--- src/hdl/tchr_pkg.sv ---
package tchr_pkg;

    localparam int NCH = 16;
    localparam int CH_W = 4;
    localparam int FIELD_W = 2;
    localparam int FUNC_COUNT = 16;
    localparam int REG_W = 16;
    localparam int ADDR_W = 8;

    // Byte offsets within the block's window
    localparam logic [7:0] OFF_SEQ_HI = 8'h14;
    localparam logic [7:0] OFF_SEQ_LO = 8'h16;
    localparam logic [7:0] OFF_SRQ_HI = 8'h18;
    localparam logic [7:0] OFF_SRQ_LO = 8'h1a;
    localparam logic [7:0] OFF_PRI_HI = 8'h1c;
    localparam logic [7:0] OFF_PRI_LO = 8'h1e;
    localparam logic [7:0] OFF_CIS = 8'h20;
    localparam logic [7:0] OFF_LNK = 8'h22;
    localparam logic [7:0] OFF_GNT = 8'h24;
    localparam logic [7:0] OFF_DCN = 8'h26;

    localparam logic [15:0] RST_REG = 16'h0000;
    localparam logic [31:0] RST_FIELDS = 32'h0000_0000;
    localparam logic [15:0] RD_UNMAPPED = 16'h0000;
    localparam logic [1:0] FIELD_IDLE = 2'h0;

    typedef enum logic [1:0] {
        PRI_OFF = 2'b00,
        PRI_LOW = 2'b01,
        PRI_MID = 2'b10,
        PRI_HIGH = 2'b11
    } tchr_pri_e;

    // Seven-slot round: high 4, middle 2, low 1; slot 0 in the low bits
    localparam int SLOT_COUNT = 7;
    localparam logic [2:0] SLOT_LAST = 3'h6;
    localparam logic [2:0] SLOT_FIRST = 3'h0;
    localparam logic [13:0] SLOT_TABLE = {PRI_HIGH, PRI_MID, PRI_HIGH, PRI_LOW, PRI_HIGH, PRI_MID, PRI_HIGH};

    typedef enum logic {
        SCH_IDLE = 1'b0,
        SCH_BUSY = 1'b1
    } tchr_sched_e;

    typedef struct packed {
        logic valid;
        logic [3:0] chan;
    } tchr_event_s;

    typedef struct packed {
        logic [3:0] func;
        logic [1:0] seq;
        logic [1:0] req;
        tchr_pri_e pri;
        logic link;
    } tchr_chan_s;

endpackage

--- src/hdl/tchr_chan_decode.sv ---
`timescale 1ns/1ps
`default_nettype none

module tchr_chan_decode #(
    parameter int FUNCS = 16
) (
    input wire tchr_pkg::tchr_chan_s cfg,
    output logic [FUNCS-1:0] func_onehot,
    output logic want_low,
    output logic want_mid,
    output logic want_high
);

    logic wants_service;

    // Function code picks which time function reads the seq/req fields
    always_comb begin
        func_onehot = '0;
        func_onehot[cfg.func] = 1'b1;
    end

    // A nonzero request or a link bit asks for service
    assign wants_service = (cfg.req != tchr_pkg::FIELD_IDLE) || cfg.link;

    // Disabled channels never compete for a slot
    assign want_low = wants_service && (cfg.pri == tchr_pkg::PRI_LOW);
    assign want_mid = wants_service && (cfg.pri == tchr_pkg::PRI_MID);
    assign want_high = wants_service && (cfg.pri == tchr_pkg::PRI_HIGH);

endmodule

`default_nettype wire

--- src/hdl/tchr_regs.sv ---
`timescale 1ns/1ps
`default_nettype none

// What this block does
// - Holds a host-written two-bit sequence field per channel for the selected function.
// - Holds a host-written two-bit service request field per channel.
// - Clears a channel's request field to zero when its service completes.
// - Priority 00 off; 01, 10, 11 get 1, 2, 4 of 7 slots.
// - One interrupt status bit per channel; one means asserted.
// - One test-mode link bit per channel; one means link request asserted.
// - Four-bit function code per channel selects one of sixteen functions.
module tchr_regs #(
    parameter int NCH = tchr_pkg::NCH,
    parameter int FUNCS = tchr_pkg::FUNC_COUNT
) (
    input wire logic ref_clk,
    input wire logic rst_n,
    input wire logic [7:0] addr,
    input wire logic [15:0] wdata,
    input wire logic wr,
    input wire logic rd,
    output logic [15:0] rdata,
    input wire logic [4*NCH-1:0] func_sel,
    input wire logic engine_ready,
    input wire tchr_pkg::tchr_event_s done,
    input wire logic [NCH-1:0] int_set,
    input wire logic [NCH-1:0] link_set,
    output tchr_pkg::tchr_event_s grant,
    output logic [2*NCH-1:0] seq_fields,
    output logic [2*NCH-1:0] req_fields,
    output logic [FUNCS*NCH-1:0] func_onehot,
    output logic [NCH-1:0] irq_status
);

    logic [31:0] seq_q, seq_d;
    logic [31:0] srq_q, srq_d;
    logic [31:0] pri_q, pri_d;
    logic [15:0] cis_q, cis_d;
    logic [15:0] lnk_q, lnk_d;
    logic [15:0] gnt_q, gnt_d;
    logic [15:0] dcn_q, dcn_d;
    logic [15:0] rdata_q, rdata_d;
    logic [2:0] slot_q, slot_d;
    tchr_pkg::tchr_sched_e state_q, state_d;
    tchr_pkg::tchr_event_s grant_q, grant_d;
    logic [NCH-1:0] want_low, want_mid, want_high;
    logic [NCH-1:0] cand;
    logic [1:0] slot_lvl;
    logic [3:0] pick;
    logic found;
    logic fire;
    logic [15:0] pick_onehot;

    genvar g;
    generate
        for (g = 0; g < NCH; g++) begin : g_chan
            tchr_pkg::tchr_chan_s cfg;
            assign cfg.func = func_sel[4*g +: 4];
            assign cfg.seq = seq_q[2*g +: 2];
            assign cfg.req = srq_q[2*g +: 2];
            assign cfg.pri = tchr_pkg::tchr_pri_e'(pri_q[2*g +: 2]);
            assign cfg.link = lnk_q[g];
            tchr_chan_decode #(
                .FUNCS(FUNCS)
            ) u_dec (
                .cfg(cfg),
                .func_onehot(func_onehot[FUNCS*g +: FUNCS]),
                .want_low(want_low[g]),
                .want_mid(want_mid[g]),
                .want_high(want_high[g])
            );
        end
    endgenerate

    // Slot level first; an idle slot falls back to high, middle, low
    assign slot_lvl = tchr_pkg::SLOT_TABLE[{slot_q, 1'b0} +: 2];

    always_comb begin
        cand = '0;
        case (slot_lvl)
            tchr_pkg::PRI_HIGH: cand = want_high;
            tchr_pkg::PRI_MID: cand = want_mid;
            tchr_pkg::PRI_LOW: cand = want_low;
            default: cand = '0;
        endcase
        if (cand == '0) begin
            if (want_high != '0) begin
                cand = want_high;
            end else if (want_mid != '0) begin
                cand = want_mid;
            end else begin
                cand = want_low;
            end
        end
    end

    // Lowest channel number wins within a level
    always_comb begin
        pick = 4'h0;
        found = 1'b0;
        for (int i = NCH - 1; i >= 0; i--) begin
            if (cand[i]) begin
                pick = 4'(i);
                found = 1'b1;
            end
        end
    end

    assign fire = (state_q == tchr_pkg::SCH_IDLE) && engine_ready && found;

    always_comb begin
        pick_onehot = '0;
        pick_onehot[pick] = 1'b1;
    end

    always_comb begin
        state_d = state_q;
        slot_d = slot_q;
        grant_d = grant_q;
        grant_d.valid = 1'b0;
        case (state_q)
            tchr_pkg::SCH_IDLE: begin
                if (fire) begin
                    state_d = tchr_pkg::SCH_BUSY;
                    grant_d.valid = 1'b1;
                    grant_d.chan = pick;
                    slot_d = (slot_q == tchr_pkg::SLOT_LAST) ? tchr_pkg::SLOT_FIRST : slot_q + 3'h1;
                end
            end
            tchr_pkg::SCH_BUSY: begin
                if (done.valid) begin
                    state_d = tchr_pkg::SCH_IDLE;
                end
            end
            default: state_d = tchr_pkg::SCH_IDLE;
        endcase
    end

    always_ff @(posedge ref_clk) begin
        if (!rst_n) begin
            state_q <= tchr_pkg::SCH_IDLE;
            slot_q <= tchr_pkg::SLOT_FIRST;
            grant_q <= '0;
        end else begin
            state_q <= state_d;
            slot_q <= slot_d;
            grant_q <= grant_d;
        end
    end

    // Host fields: a host write in the completion cycle overrides the clear
    always_comb begin
        seq_d = seq_q;
        srq_d = srq_q;
        pri_d = pri_q;
        if (done.valid) begin
            srq_d[{done.chan, 1'b0} +: 2] = tchr_pkg::FIELD_IDLE;
        end
        if (wr && addr == tchr_pkg::OFF_SEQ_HI) begin
            seq_d[31:16] = wdata;
        end else if (wr && addr == tchr_pkg::OFF_SEQ_LO) begin
            seq_d[15:0] = wdata;
        end else if (wr && addr == tchr_pkg::OFF_SRQ_HI) begin
            srq_d[31:16] = wdata;
        end else if (wr && addr == tchr_pkg::OFF_SRQ_LO) begin
            srq_d[15:0] = wdata;
        end else if (wr && addr == tchr_pkg::OFF_PRI_HI) begin
            pri_d[31:16] = wdata;
        end else if (wr && addr == tchr_pkg::OFF_PRI_LO) begin
            pri_d[15:0] = wdata;
        end
    end

    always_ff @(posedge ref_clk) begin
        if (!rst_n) begin
            seq_q <= tchr_pkg::RST_FIELDS;
            srq_q <= tchr_pkg::RST_FIELDS;
            pri_q <= tchr_pkg::RST_FIELDS;
        end else begin
            seq_q <= seq_d;
            srq_q <= srq_d;
            pri_q <= pri_d;
        end
    end

    // Status bits: writing zero clears, hardware set wins the same cycle
    always_comb begin
        cis_d = cis_q;
        lnk_d = lnk_q;
        if (wr && addr == tchr_pkg::OFF_CIS) begin
            cis_d = cis_q & wdata;
        end
        cis_d = cis_d | int_set;
        if (done.valid) begin
            lnk_d[done.chan] = 1'b0;
        end
        if (wr && addr == tchr_pkg::OFF_LNK) begin
            lnk_d = wdata;
        end
        lnk_d = lnk_d | link_set;
    end

    // Test view of the scheduler; software may preload either register
    always_comb begin
        gnt_d = gnt_q;
        dcn_d = dcn_q;
        if (wr && addr == tchr_pkg::OFF_GNT) begin
            gnt_d = wdata;
        end
        if (wr && addr == tchr_pkg::OFF_DCN) begin
            dcn_d = wdata;
        end
        if (fire) begin
            gnt_d[pick] = 1'b1;
            dcn_d = pick_onehot;
        end
    end

    always_ff @(posedge ref_clk) begin
        if (!rst_n) begin
            cis_q <= tchr_pkg::RST_REG;
            lnk_q <= tchr_pkg::RST_REG;
            gnt_q <= tchr_pkg::RST_REG;
            dcn_q <= tchr_pkg::RST_REG;
        end else begin
            cis_q <= cis_d;
            lnk_q <= lnk_d;
            gnt_q <= gnt_d;
            dcn_q <= dcn_d;
        end
    end

    always_comb begin
        rdata_d = tchr_pkg::RD_UNMAPPED;
        if (!rd) begin
            rdata_d = tchr_pkg::RD_UNMAPPED;
        end else if (addr == tchr_pkg::OFF_SEQ_HI) begin
            rdata_d = seq_q[31:16];
        end else if (addr == tchr_pkg::OFF_SEQ_LO) begin
            rdata_d = seq_q[15:0];
        end else if (addr == tchr_pkg::OFF_SRQ_HI) begin
            rdata_d = srq_q[31:16];
        end else if (addr == tchr_pkg::OFF_SRQ_LO) begin
            rdata_d = srq_q[15:0];
        end else if (addr == tchr_pkg::OFF_PRI_HI) begin
            rdata_d = pri_q[31:16];
        end else if (addr == tchr_pkg::OFF_PRI_LO) begin
            rdata_d = pri_q[15:0];
        end else if (addr == tchr_pkg::OFF_CIS) begin
            rdata_d = cis_q;
        end else if (addr == tchr_pkg::OFF_LNK) begin
            rdata_d = lnk_q;
        end else if (addr == tchr_pkg::OFF_GNT) begin
            rdata_d = gnt_q;
        end else if (addr == tchr_pkg::OFF_DCN) begin
            rdata_d = dcn_q;
        end
    end

    // Zero outside read cycles so a stale value is never mistaken for data
    always_ff @(posedge ref_clk) begin
        if (!rst_n) begin
            rdata_q <= tchr_pkg::RST_REG;
        end else begin
            rdata_q <= rdata_d;
        end
    end

    assign rdata = rdata_q;
    assign grant = grant_q;
    assign seq_fields = seq_q;
    assign req_fields = srq_q;
    assign irq_status = cis_q;
endmodule

`default_nettype wire

--- config.mk ---
export PLATFORM = sky130hd
export DESIGN_NAME = tchr_regs
export DESIGN_NICKNAME = d
export VERILOG_FILES = /design/src/hdl/tchr_pkg.sv /design/src/hdl/tchr_chan_decode.sv /design/src/hdl/tchr_regs.sv
export SDC_FILE = /design/constraint.sdc
export NUM_CORES = 1
export LEC_CHECK = 0
export ABC_CLOCK_PERIOD_IN_PS = 4150
export BUFFER_PORTS_ARGS = -buffer_cell sky130_fd_sc_hd__buf_2
export CAP_MARGIN = 10
export CORE_AREA = 3 3 188 190
export CTS_BUF_LIST = sky130_fd_sc_hd__clkbuf_4
export DETAILED_ROUTE_END_ITERATION = 8
export DIE_AREA = 0 0 191 193
export MAX_ROUTING_LAYER = met4
export PLACE_DENSITY = 0.67
export SLEW_MARGIN = 15
export SYNTH_ARGS = -nofsm -noshare
export SYNTH_HDL_FRONTEND = slang
export SYNTH_SLANG_ARGS = --single-unit
--- constraint.sdc ---
create_clock -name ref_clk -period 4.15 [get_ports ref_clk]
set_input_delay 0.2075 -clock ref_clk [delete_from_list [all_inputs] [get_ports ref_clk]]
set_output_delay 0.2075 -clock ref_clk [all_outputs]
set_load 0.01 [all_outputs]
After elaboration in Yosys (flattened, before gate mapping) --
Index checks and enable logic that the tools add are counted.
Operators by class: add/sub/neg operators 2, $mul 0, divide/modulo/power cells 0, magnitude comparators 36, equality and inequality tests 62, shifts and indexed selects 3, multiplexer cells 101, bitwise logic cells 13, reduce and logical (&&, ||, !) cells 120
Operators with widths (number):
- two-way mux 16 bit | 23
- two-way mux 32 bit | 3
- < comparator 4 x 5 -> 1 bit, second input constant | 18
- logical AND 1 bit | 78
- demux 1 bit (select 4 bit) | 18
- >= comparator 4 x 1 -> 1 bit, second input constant | 18
- equality test 2 bit, second input constant | 34
- two-way mux 4 bit | 16
- equality test 8 x 5 -> 1 bit, second input constant | 6
- OR 16 bit | 3
- case mux 16 bit (3 select lines) | 1
- two-way mux 1 bit | 36
- equality test 2 x 1 -> 1 bit, second input constant | 17
- nonzero test 2 bit | 17
- bitwise AND 16 bit | 2
- bitwise mux 32 bit | 1
- equality test 8 x 6 -> 1 bit, second input constant | 4
- nonzero test 16 bit | 2
- variable shift 2 x 7 -> 32 bit, first input constant | 1
- indexed part select 2 x 7 -> 32 bit, first input constant | 1
- logical NOT 16 bit | 1
- logical OR 1 bit | 16
- inverter 16 bit | 1
- indexed part select 14 x 5 -> 2 bit, first input constant | 1
- 11 further kinds | 19
Word-level totals: register bits after elaboration 185, bits in latches 0, bits in writable memories 0, ROM bits 0, output and inout port bits 357, logic and storage cells 351, memories 0

Depth between registers and ports, before layout --
Gate-level depths: netlist (run 1).
word-level depth 29, gate-level depth with buffers 17, depth with buffers taken out 12

By module --
Synthesis (run 1) repeated with hierarchy kept, for this count alone.
Unflattened totals: cell total of the unflattened synthesis 1753, area total of the unflattened synthesis 12922.4 µm²
Modules (own cells, without submodules):
- tchr_regs | instances 1, cells each 1305, area an instance 10420.0 µm²
- tchr_chan_decode | instances 16, cells each 28, area an instance 156.4 µm²

Worst setup path before layout (run 1) --
No wires, ideal clock.
path type register to register, from register srq_q[24], in the netlist req_fields[24], to register dcn_q[5], library setup time 0.126 ns, data arrival time 3.165 ns, data required time 4.024 ns, slack 0.859 ns, stages on the path, launching flop included 15, clock period less this slack 3.291 ns, cell sequence dfxtp_1 > or3_1 > buf_2 > o2bb2ai_1 > nor4_4 > nand2_2 > and3_1 > o311ai_2 > nand4_1 > or2b_1 > o31ai_4 > nand2_4 > buf_6 > o21ai_1 > a21oi_1
Between the ends: word-level cells in the longest chain between the ends 28, elaborated cells between the ends (all ways) 52, those cells by class order compare: 2; mux: 39; reduce/logical: 11
RTL lines:
- start, declared | RTL line tchr_regs.sv:36 | logic [31:0] srq_q, srq_d;
- start signal, assigned | RTL line tchr_regs.sv:177 | srq_q <= tchr_pkg::RST_FIELDS;
- start signal, assigned | RTL line tchr_regs.sv:181 | srq_q <= srq_d;
- nonzero test 2 bit (*) | RTL line tchr_chan_decode.sv:23 | assign wants_service = (cfg.req != tchr_pkg::FIELD_IDLE) || cfg.link;
- logical OR 1 bit (*) | RTL line tchr_chan_decode.sv:23
- logical AND 1 bit | RTL line tchr_chan_decode.sv:27 | assign want_mid = wants_service && (cfg.pri == tchr_pkg::PRI_MID);
- nonzero test 16 bit | RTL line tchr_regs.sv:89 | end else if (want_mid != '0) begin
- two-way mux 16 bit | RTL line tchr_regs.sv:89
- two-way mux 16 bit | RTL line tchr_regs.sv:87 | if (want_high != '0) begin
- two-way mux 16 bit (*) | RTL line tchr_regs.sv:86 | if (cand == '0) begin
- two-way mux 4 bit (16 in a row) | RTL line tchr_regs.sv:102 | if (cand[i]) begin
- < comparator 4 x 5 -> 1 bit (not written as such) or >= comparator 4 x 1 -> 1 bit (tied branches) | RTL line tchr_regs.sv:113 | pick_onehot[pick] = 1'b1;
- logical AND 1 bit (not written as such) | RTL line tchr_regs.sv:113
- two-way mux 1 bit (not written as such) | RTL line tchr_regs.sv:113
- demux 1 bit (select 4 bit) | RTL line tchr_regs.sv:113
- two-way mux 16 bit | RTL line tchr_regs.sv:213 | if (fire) begin
- end signal, assigned | RTL line tchr_regs.sv:224 | dcn_q <= tchr_pkg::RST_REG;
- end signal, assigned | RTL line tchr_regs.sv:229 | dcn_q <= dcn_d;
- end, declared | RTL line tchr_regs.sv:41 | logic [15:0] dcn_q, dcn_d;
Mark *: on every way between the ends. The rest lies on a longest branch, timed or not. A chain may end at the register's enable or synchronous reset.

Worst setup path in the final report (run 1) --
from register srq_q[31], in the netlist req_fields[31], to register dcn_q[9]
Same word-level chain as after synthesis.

==> results.toml, run 1 <==
[yosys]
synth_cell_types = 76
seq_area_frac_synth_pct = 30.8
yosysWarningCount = 0
synthFlopType = "dfxtp_1"
synth.top_cells.by_area = "dfxtp_1 (31%), nand2_1 (8.6%), nor2_1 (7.2%)"
yosys.area.top_type = "dfxtp_1"
syn-num-nets = 1859
synth-async-reset-ratio_pct = 0
ys_ff_latch = 185
synth_top_area_share_pct = 30.8
netlist_instances = 1723
avgSynthCellArea_um2 = 6.97
syn_area_mm2 = 0.0120
synth-edff-count = 0

[die]
start_util_pct = 35.8
pin_count = 487
chipHeight_um = 193
die_area_mm2 = 0.0369
dieWidth_um = 191
core_mm2 = 0.0336
rows = 67

[drt]
via_count = 15322
drt-wirelength-per-cell_um = 21.3
routed_via_density = 5.75
drt_pass1_iterations = 8
detail_route.wirelength_mm = 56.7
drc = 0
ant_nets = 0
drt_iter0_drc = 1876

[min_path]
hold_class = "in -> reg"
worstHoldStart = "rst_n"
holdPathEnd = "gnt_q[9]$_SDFF_PN0_"
whs_path_depth = 2

[final_layout]
drive_gt1_share_pct = 29.0
final_cell_mix = "buf_2 (486), nand2_1 (275), nor2_1 (232)"
register_area_mm2 = 0.00371
multi_input_area_mm2 = 0.00732
final_common_cell = "buf_2"
syn_to_final_growth_pct = 29.7
fin_nets = 2337
fin_util_pct = 46.4
fill_cells = 3461

[pwr]
p_sw_share_pct = 41.1
clock_power_share_pct = 22.2
power_density_mw_per_mm2 = 327
comb_power_share_pct = 37.1
internal-power_mw = 3.00
power.leakage_nw = 6.95
irDropWorstVdd_mv = 0.229
p_sw_mw = 2.10
p_total_mw = 5.10
p_seq_share_pct = 40.7

[timing]
tightest_slew_ps = 895
finClkSkew_ps = 37.2
slew_headroom_pct = 40.2
rsz0062_at_grt = "no"
hold_viol_final = 0
maxSlewViolCount = 0
finalSetupViolations = 0
fin_crit_ps = 4040
post-route-period-util_pct = 97.3
final.hold.worst_slack_ps = 83.1
finalSetupTns_ps = 0
max_freq_mhz = 248

[global_route]
overflow = 0
grt_first_pass_wirelength_mm = 82.0
antenna_found_initial = 1
grt_max_degree = 84
grt_pass1_vias = 13581
track_usage_pct = 29.7

[worst_setup_path]
crit_type = "reg -> reg"
cp.arrival_ps = 4580
crit_required_ps = 4700
crit_buf_inv = 3
worstReg2RegEnd = "dcn_q[9]$_SDFFE_PN0P_"
r2r-start = "req_fields[31]$_SDFF_PN0_"
crit_path_cell_trace = "nor3_1 > buf_4 > o22ai_1 > nor4_1 > buf_4 > and2_0 > buf_4 > nor2_1 > o311ai_0 > nand4_1 > o21ai_0 > a41oi_2 > o21ai_1 > nor2_1 > o221a_2"
start_kind = "register"
end_kind = "register"
crit_path_max_fanout = 6
path_delay_family = "compound AO/OA/AOI/OAI gates"
cpMostUsedCell = "buf_4"
slowest_stage = "o311ai_0"
reg2reg_slack_ps = 110
r2r_cells = 15
cpPeakStageDelay_ps = 450

[clocking]
clock-sinks = 185
clockRootBuffer = "clkbuf_4"
postCtsSetupBuffers = 0
numCtsBuffers = 17
cts.clk_slew.worst_paths_ps = 210
clk_latency_ps = 640
cts_htree_levels = 4
clk_path_buf_depth = 2
cts_tree = "done"

[placed_design]
dp_hpwl_mm = 43.4
routabilityCongestion = 0.980
io_buffers = 486

[status]
status = "completed"

[job]
cap_viol_max_count = 0
[timing repair]
action / 4_1_cts / 5_1_grt
endpoints found under the hold margin: 112 / 0
setup endpoints to repair: 0 / 37
hold buffers: 48 / 0
resized for setup: 0 / 5
[cells in the mapped netlist (12+ instances only)]
master,count
a21oi_1,167
a31oi_1,13
inv_1,29
dfxtp_1,185
nand4_1,20
a211oi_1,17
nor3_1,116
a22oi_1,54
buf_4,66
mux2i_1,17
o22ai_1,19
nand2_1,275
nor2_1,232
clkbuf_1,79
o21ai_1,19
o221ai_1,12
and2_1,14
nand2b_1,104
o21ai_0,68
nor4_1,19
nand3_1,38
[sequential cells by signal, summed over array words and instances, names as in the netlist, 16 cells and up]
signal and count:
rdata 16, pri_q 32, dcn_q 16, irq_status 16, lnk_q 16, gnt_q 16, seq_fields 32, req_fields 32
[power by group through the flow]
stage	Sequential, mW	Combinational [mW]	Clock, mW
2_1_floorplan	2.04	1.20	0
3_5_place_dp	2.11	1.81	0
3_3_place_gp	2.10	1.79	0
6_report	2.08	1.89	1.13
4_1_cts	2.07	1.86	1.14
5_1_grt	2.10	2.05	1.20
[kinds of logic after synthesis]
kind of cell	after synthesis	share of synthesized area (%)
and+or+nand+nor	882	34.9
adders and majority gates	6	0.625
DFF	185	30.8
muxes	19	1.60
AOI/OAI and AO/OA	443	23.6
buffers and inverters	188	8.43
[how the worst max path moves through the flow]
stage	start	end	slack (ps)	cells after the start
final	req_fields[31]$_SDFF_PN0_	dcn_q[9]$_SDFFE_PN0P_	110	15
after global routing	req_fields[22]$_SDFF_PN0_	dcn_q[9]$_SDFFE_PN0P_	10	14
after CTS	slot_q[0]$_SDFFE_PN0P_	dcn_q[9]$_SDFFE_PN0P_	40	13
after detailed placement	slot_q[0]$_SDFFE_PN0P_	dcn_q[9]$_SDFFE_PN0P_	70	13
after global placement	slot_q[0]$_SDFFE_PN0P_	dcn_q[7]$_SDFFE_PN0P_	160	16
after floorplan	req_fields[24]$_SDFF_PN0_	dcn_q[5]$_SDFFE_PN0P_	860	14
[final cells by class]
| cell class | count | share of cell area, % |
|---|---|---|
| repair buffers | 617 | 22.8 |
| diodes | 2 | 0.0321 |
| flip-flops and latches | 185 | 23.8 |
| well taps | 448 | 3.59 |
| clock inverters | 15 | 1.32 |
| multi-input cells | 1350 | 47.0 |
| clock buffers | 17 | 0.818 |
| inverters | 30 | 0.738 |
[routing by layer]
layer  up-vias  GRT usage, %  share of wire (%)
met5         -             -                  0
met4         0          10.7                3.7
met3       124          5.01                 10
met2       947          47.0                 46
met1      7209          38.3                 39
li1       7042             -                  -
[metrics by stage]
stage | setup slack [ps] | cells | cell area, um2
after floorplan | 859 | 1723 | 12000
after global placement | 156 | 2582 | 14800
after detailed placement | 74.5 | 2582 | 14800
after CTS | 41.6 | 2662 | 15600
after global routing | 14.9 | 2663 | 15600
final | 110 | 2664 | 15600
(Power assumes the default switching activity.)
==> run 2: changes to the inputs <==
Settings changed: PLACE_DENSITY 0.67 to 0.65.
==> run 2 against run 1 <==
Maximum frequency is 2.6% higher. Power is 1.1% lower. Core utilization is 0.38 points lower. Non-clock buffer count is 21 lower. Flip-flop and latch count stayed put. Global-route usage hardly changed.
==> results.toml, run 2 (same netlist as run 1, synthesis figures left out) <==
[timing]
maxSlewViolCount = 0
post-route-period-util_pct = 94.9
fin_crit_ps = 3940
fin_ws_ps = 212
finClkSkew_ps = 31.2
slew_headroom_pct = 43.2
tightest_slew_ps = 851
final.hold.worst_slack_ps = 39.9
hold_viol_final = 0
rsz0062_at_grt = "no"
max_freq_mhz = 254
finalSetupViolations = 0

[die]
core_mm2 = 0.0336
chipHeight_um = 193
start_util_pct = 35.8
rows = 67
dieWidth_um = 191
die_area_mm2 = 0.0369
pin_count = 487

[worst_setup_path]
crit_type = "reg -> reg"
crit_required_ps = 4690
worstReg2RegEnd = "dcn_q[7]$_SDFFE_PN0P_"
end_kind = "register"
cp.arrival_ps = 4470
crit_path_max_fanout = 8
reg2reg_slack_ps = 210
r2r_cells = 17
r2r-start = "req_fields[22]$_SDFF_PN0_"
cp-startpoint = "req_fields[22]$_SDFF_PN0_"
crit_path_end = "dcn_q[7]$_SDFFE_PN0P_"
start_kind = "register"

[final_layout]
multi_input_area_mm2 = 0.00733
fin_util_pct = 46.0
drive_gt1_share_pct = 28.2
register_area_mm2 = 0.00370
fill_cells = 3409
final_common_cell = "buf_2"
fin_nets = 2316
syn_to_final_growth_pct = 28.7
final_cell_mix = "buf_2 (486), nand2_1 (275), nor2_1 (232)"

[drt]
routed_via_density = 5.76
drt-wirelength-per-cell_um = 21.5
drt_pass1_iterations = 9
via_count = 15228
detail_route.wirelength_mm = 57.0
drt_iter0_drc = 1773
drc = 0
ant_nets = 0

[pwr]
irDropWorstVdd_mv = 0.192
power_density_mw_per_mm2 = 326
power.leakage_nw = 6.85

[status]
status = "completed"

[clocking]
cts_htree_levels = 4
cts_tree = "done"
numCtsBuffers = 17
clockRootBuffer = "clkbuf_4"
clk_path_buf_depth = 2
cts.clk_slew.worst_paths_ps = 200
clock-sinks = 185
postCtsSetupBuffers = 0
clk_latency_ps = 630

[global_route]
grt_max_degree = 113
grt_first_pass_wirelength_mm = 81.7
overflow = 0
antenna_found_initial = 3
grt_pass1_vias = 13381
track_usage_pct = 29.6

[placed_design]
dp_hpwl_mm = 43.3
routabilityCongestion = 1.01
io_buffers = 486
pre_cts_ws_ps = 31.7

[min_path]
hold_class = "in -> reg"

[job]
cap_viol_max_count = 0
-- run 2: cell count changes in the layout (fill, tap and decap cells not counted), sizes merged --
cell	before	now
clkinv	7	6
diode	2	3
buf	569	548
clkinvlp	0	1
-- run 2: metal layers --
layer / global-route usage (%) / up-vias / wire, um / part of all wire [%]
met5: - / - / 0 / 0
met4: 10.6 / 0 / 2280 / 4.0
met3: 6.73 / 138 / 6710 / 12
met2: 47.1 / 949 / 26100 / 46
met1: 37.1 / 7145 / 21900 / 38
li1: - / 6996 / - / -
-- run 2: critical path: stages (launching register included) --
cell and delay [ps]:
dfxtp_1 420, nor3_2 400, o22ai_1 150, nor4_1 410
buf_4 200, and2_0 150, buf_4 180, nand3_1 70
buf_4 190, o31ai_1 270, buf_4 180, o31ai_2 50
o21ai_0 130, a21oi_1 140, buf_4 180, a21oi_1 340
nor2_1 140, o221a_1 230
-- run 2: worst min-delay path by stage --
stage                          end  slack, ps        start  cells past startpoint
2_1_floorplan  lnk_q[0]$_SDFF_PN0_        330  link_set[0]                      2
3_3_place_gp   lnk_q[4]$_SDFF_PN0_        420  link_set[4]                      3
3_5_place_dp   lnk_q[4]$_SDFF_PN0_        420  link_set[4]                      3
4_1_cts        gnt_q[9]$_SDFF_PN0_        0.3        rst_n                      2
5_1_grt        gnt_q[9]$_SDFF_PN0_         10        rst_n                      2
6_report       gnt_q[9]$_SDFF_PN0_         40        rst_n                      2
-- run 2: what timing repair did --
action	CTS	global route
pin swaps	0	1
resized for setup	1	2
hold buffers	48	0
endpoints found under the setup margin	2	12
hold endpoints to repair	107	0
-- run 2: through the flow --
stage | TNS (ps) | power (mW) | cell area, um2 | std cells
3_5_place_dp | 0 | 3.87 | 14600 | 2561
5_1_grt | 0 | 5.29 | 15500 | 2644
3_3_place_gp | -85.3 | 3.85 | 14600 | 2561
4_1_cts | 0 | 5.00 | 15400 | 2641
2_1_floorplan | 0 | 3.24 | 12000 | 1723
6_report | 0 | 5.04 | 15500 | 2644
-- run 2: power breakdown --
| part | internal [mW] | switching (mW) | leakage (nW) | total (mW) |
|---|---|---|---|---|
| Combinational | 0.743 | 1.13 | 5.18 | 1.88 |
| Clock | 0.307 | 0.812 | 0.169 | 1.12 |
| Sequential | 1.92 | 0.124 | 1.50 | 2.05 |
| Total | 2.97 | 2.07 | 6.85 | 5.04 |
-- run 2: final cells by class --
| type | count | area share (%) |
|---|---|---|
| multi-input combinational | 1350 | 47.4 |
| sequential | 185 | 23.9 |
| timing repair buffer | 596 | 22.1 |
| tap | 448 | 3.62 |
| clock inverter | 15 | 1.33 |
| clock buffer | 17 | 0.825 |
| inverter | 30 | 0.744 |
| antenna | 3 | 0.0485 |
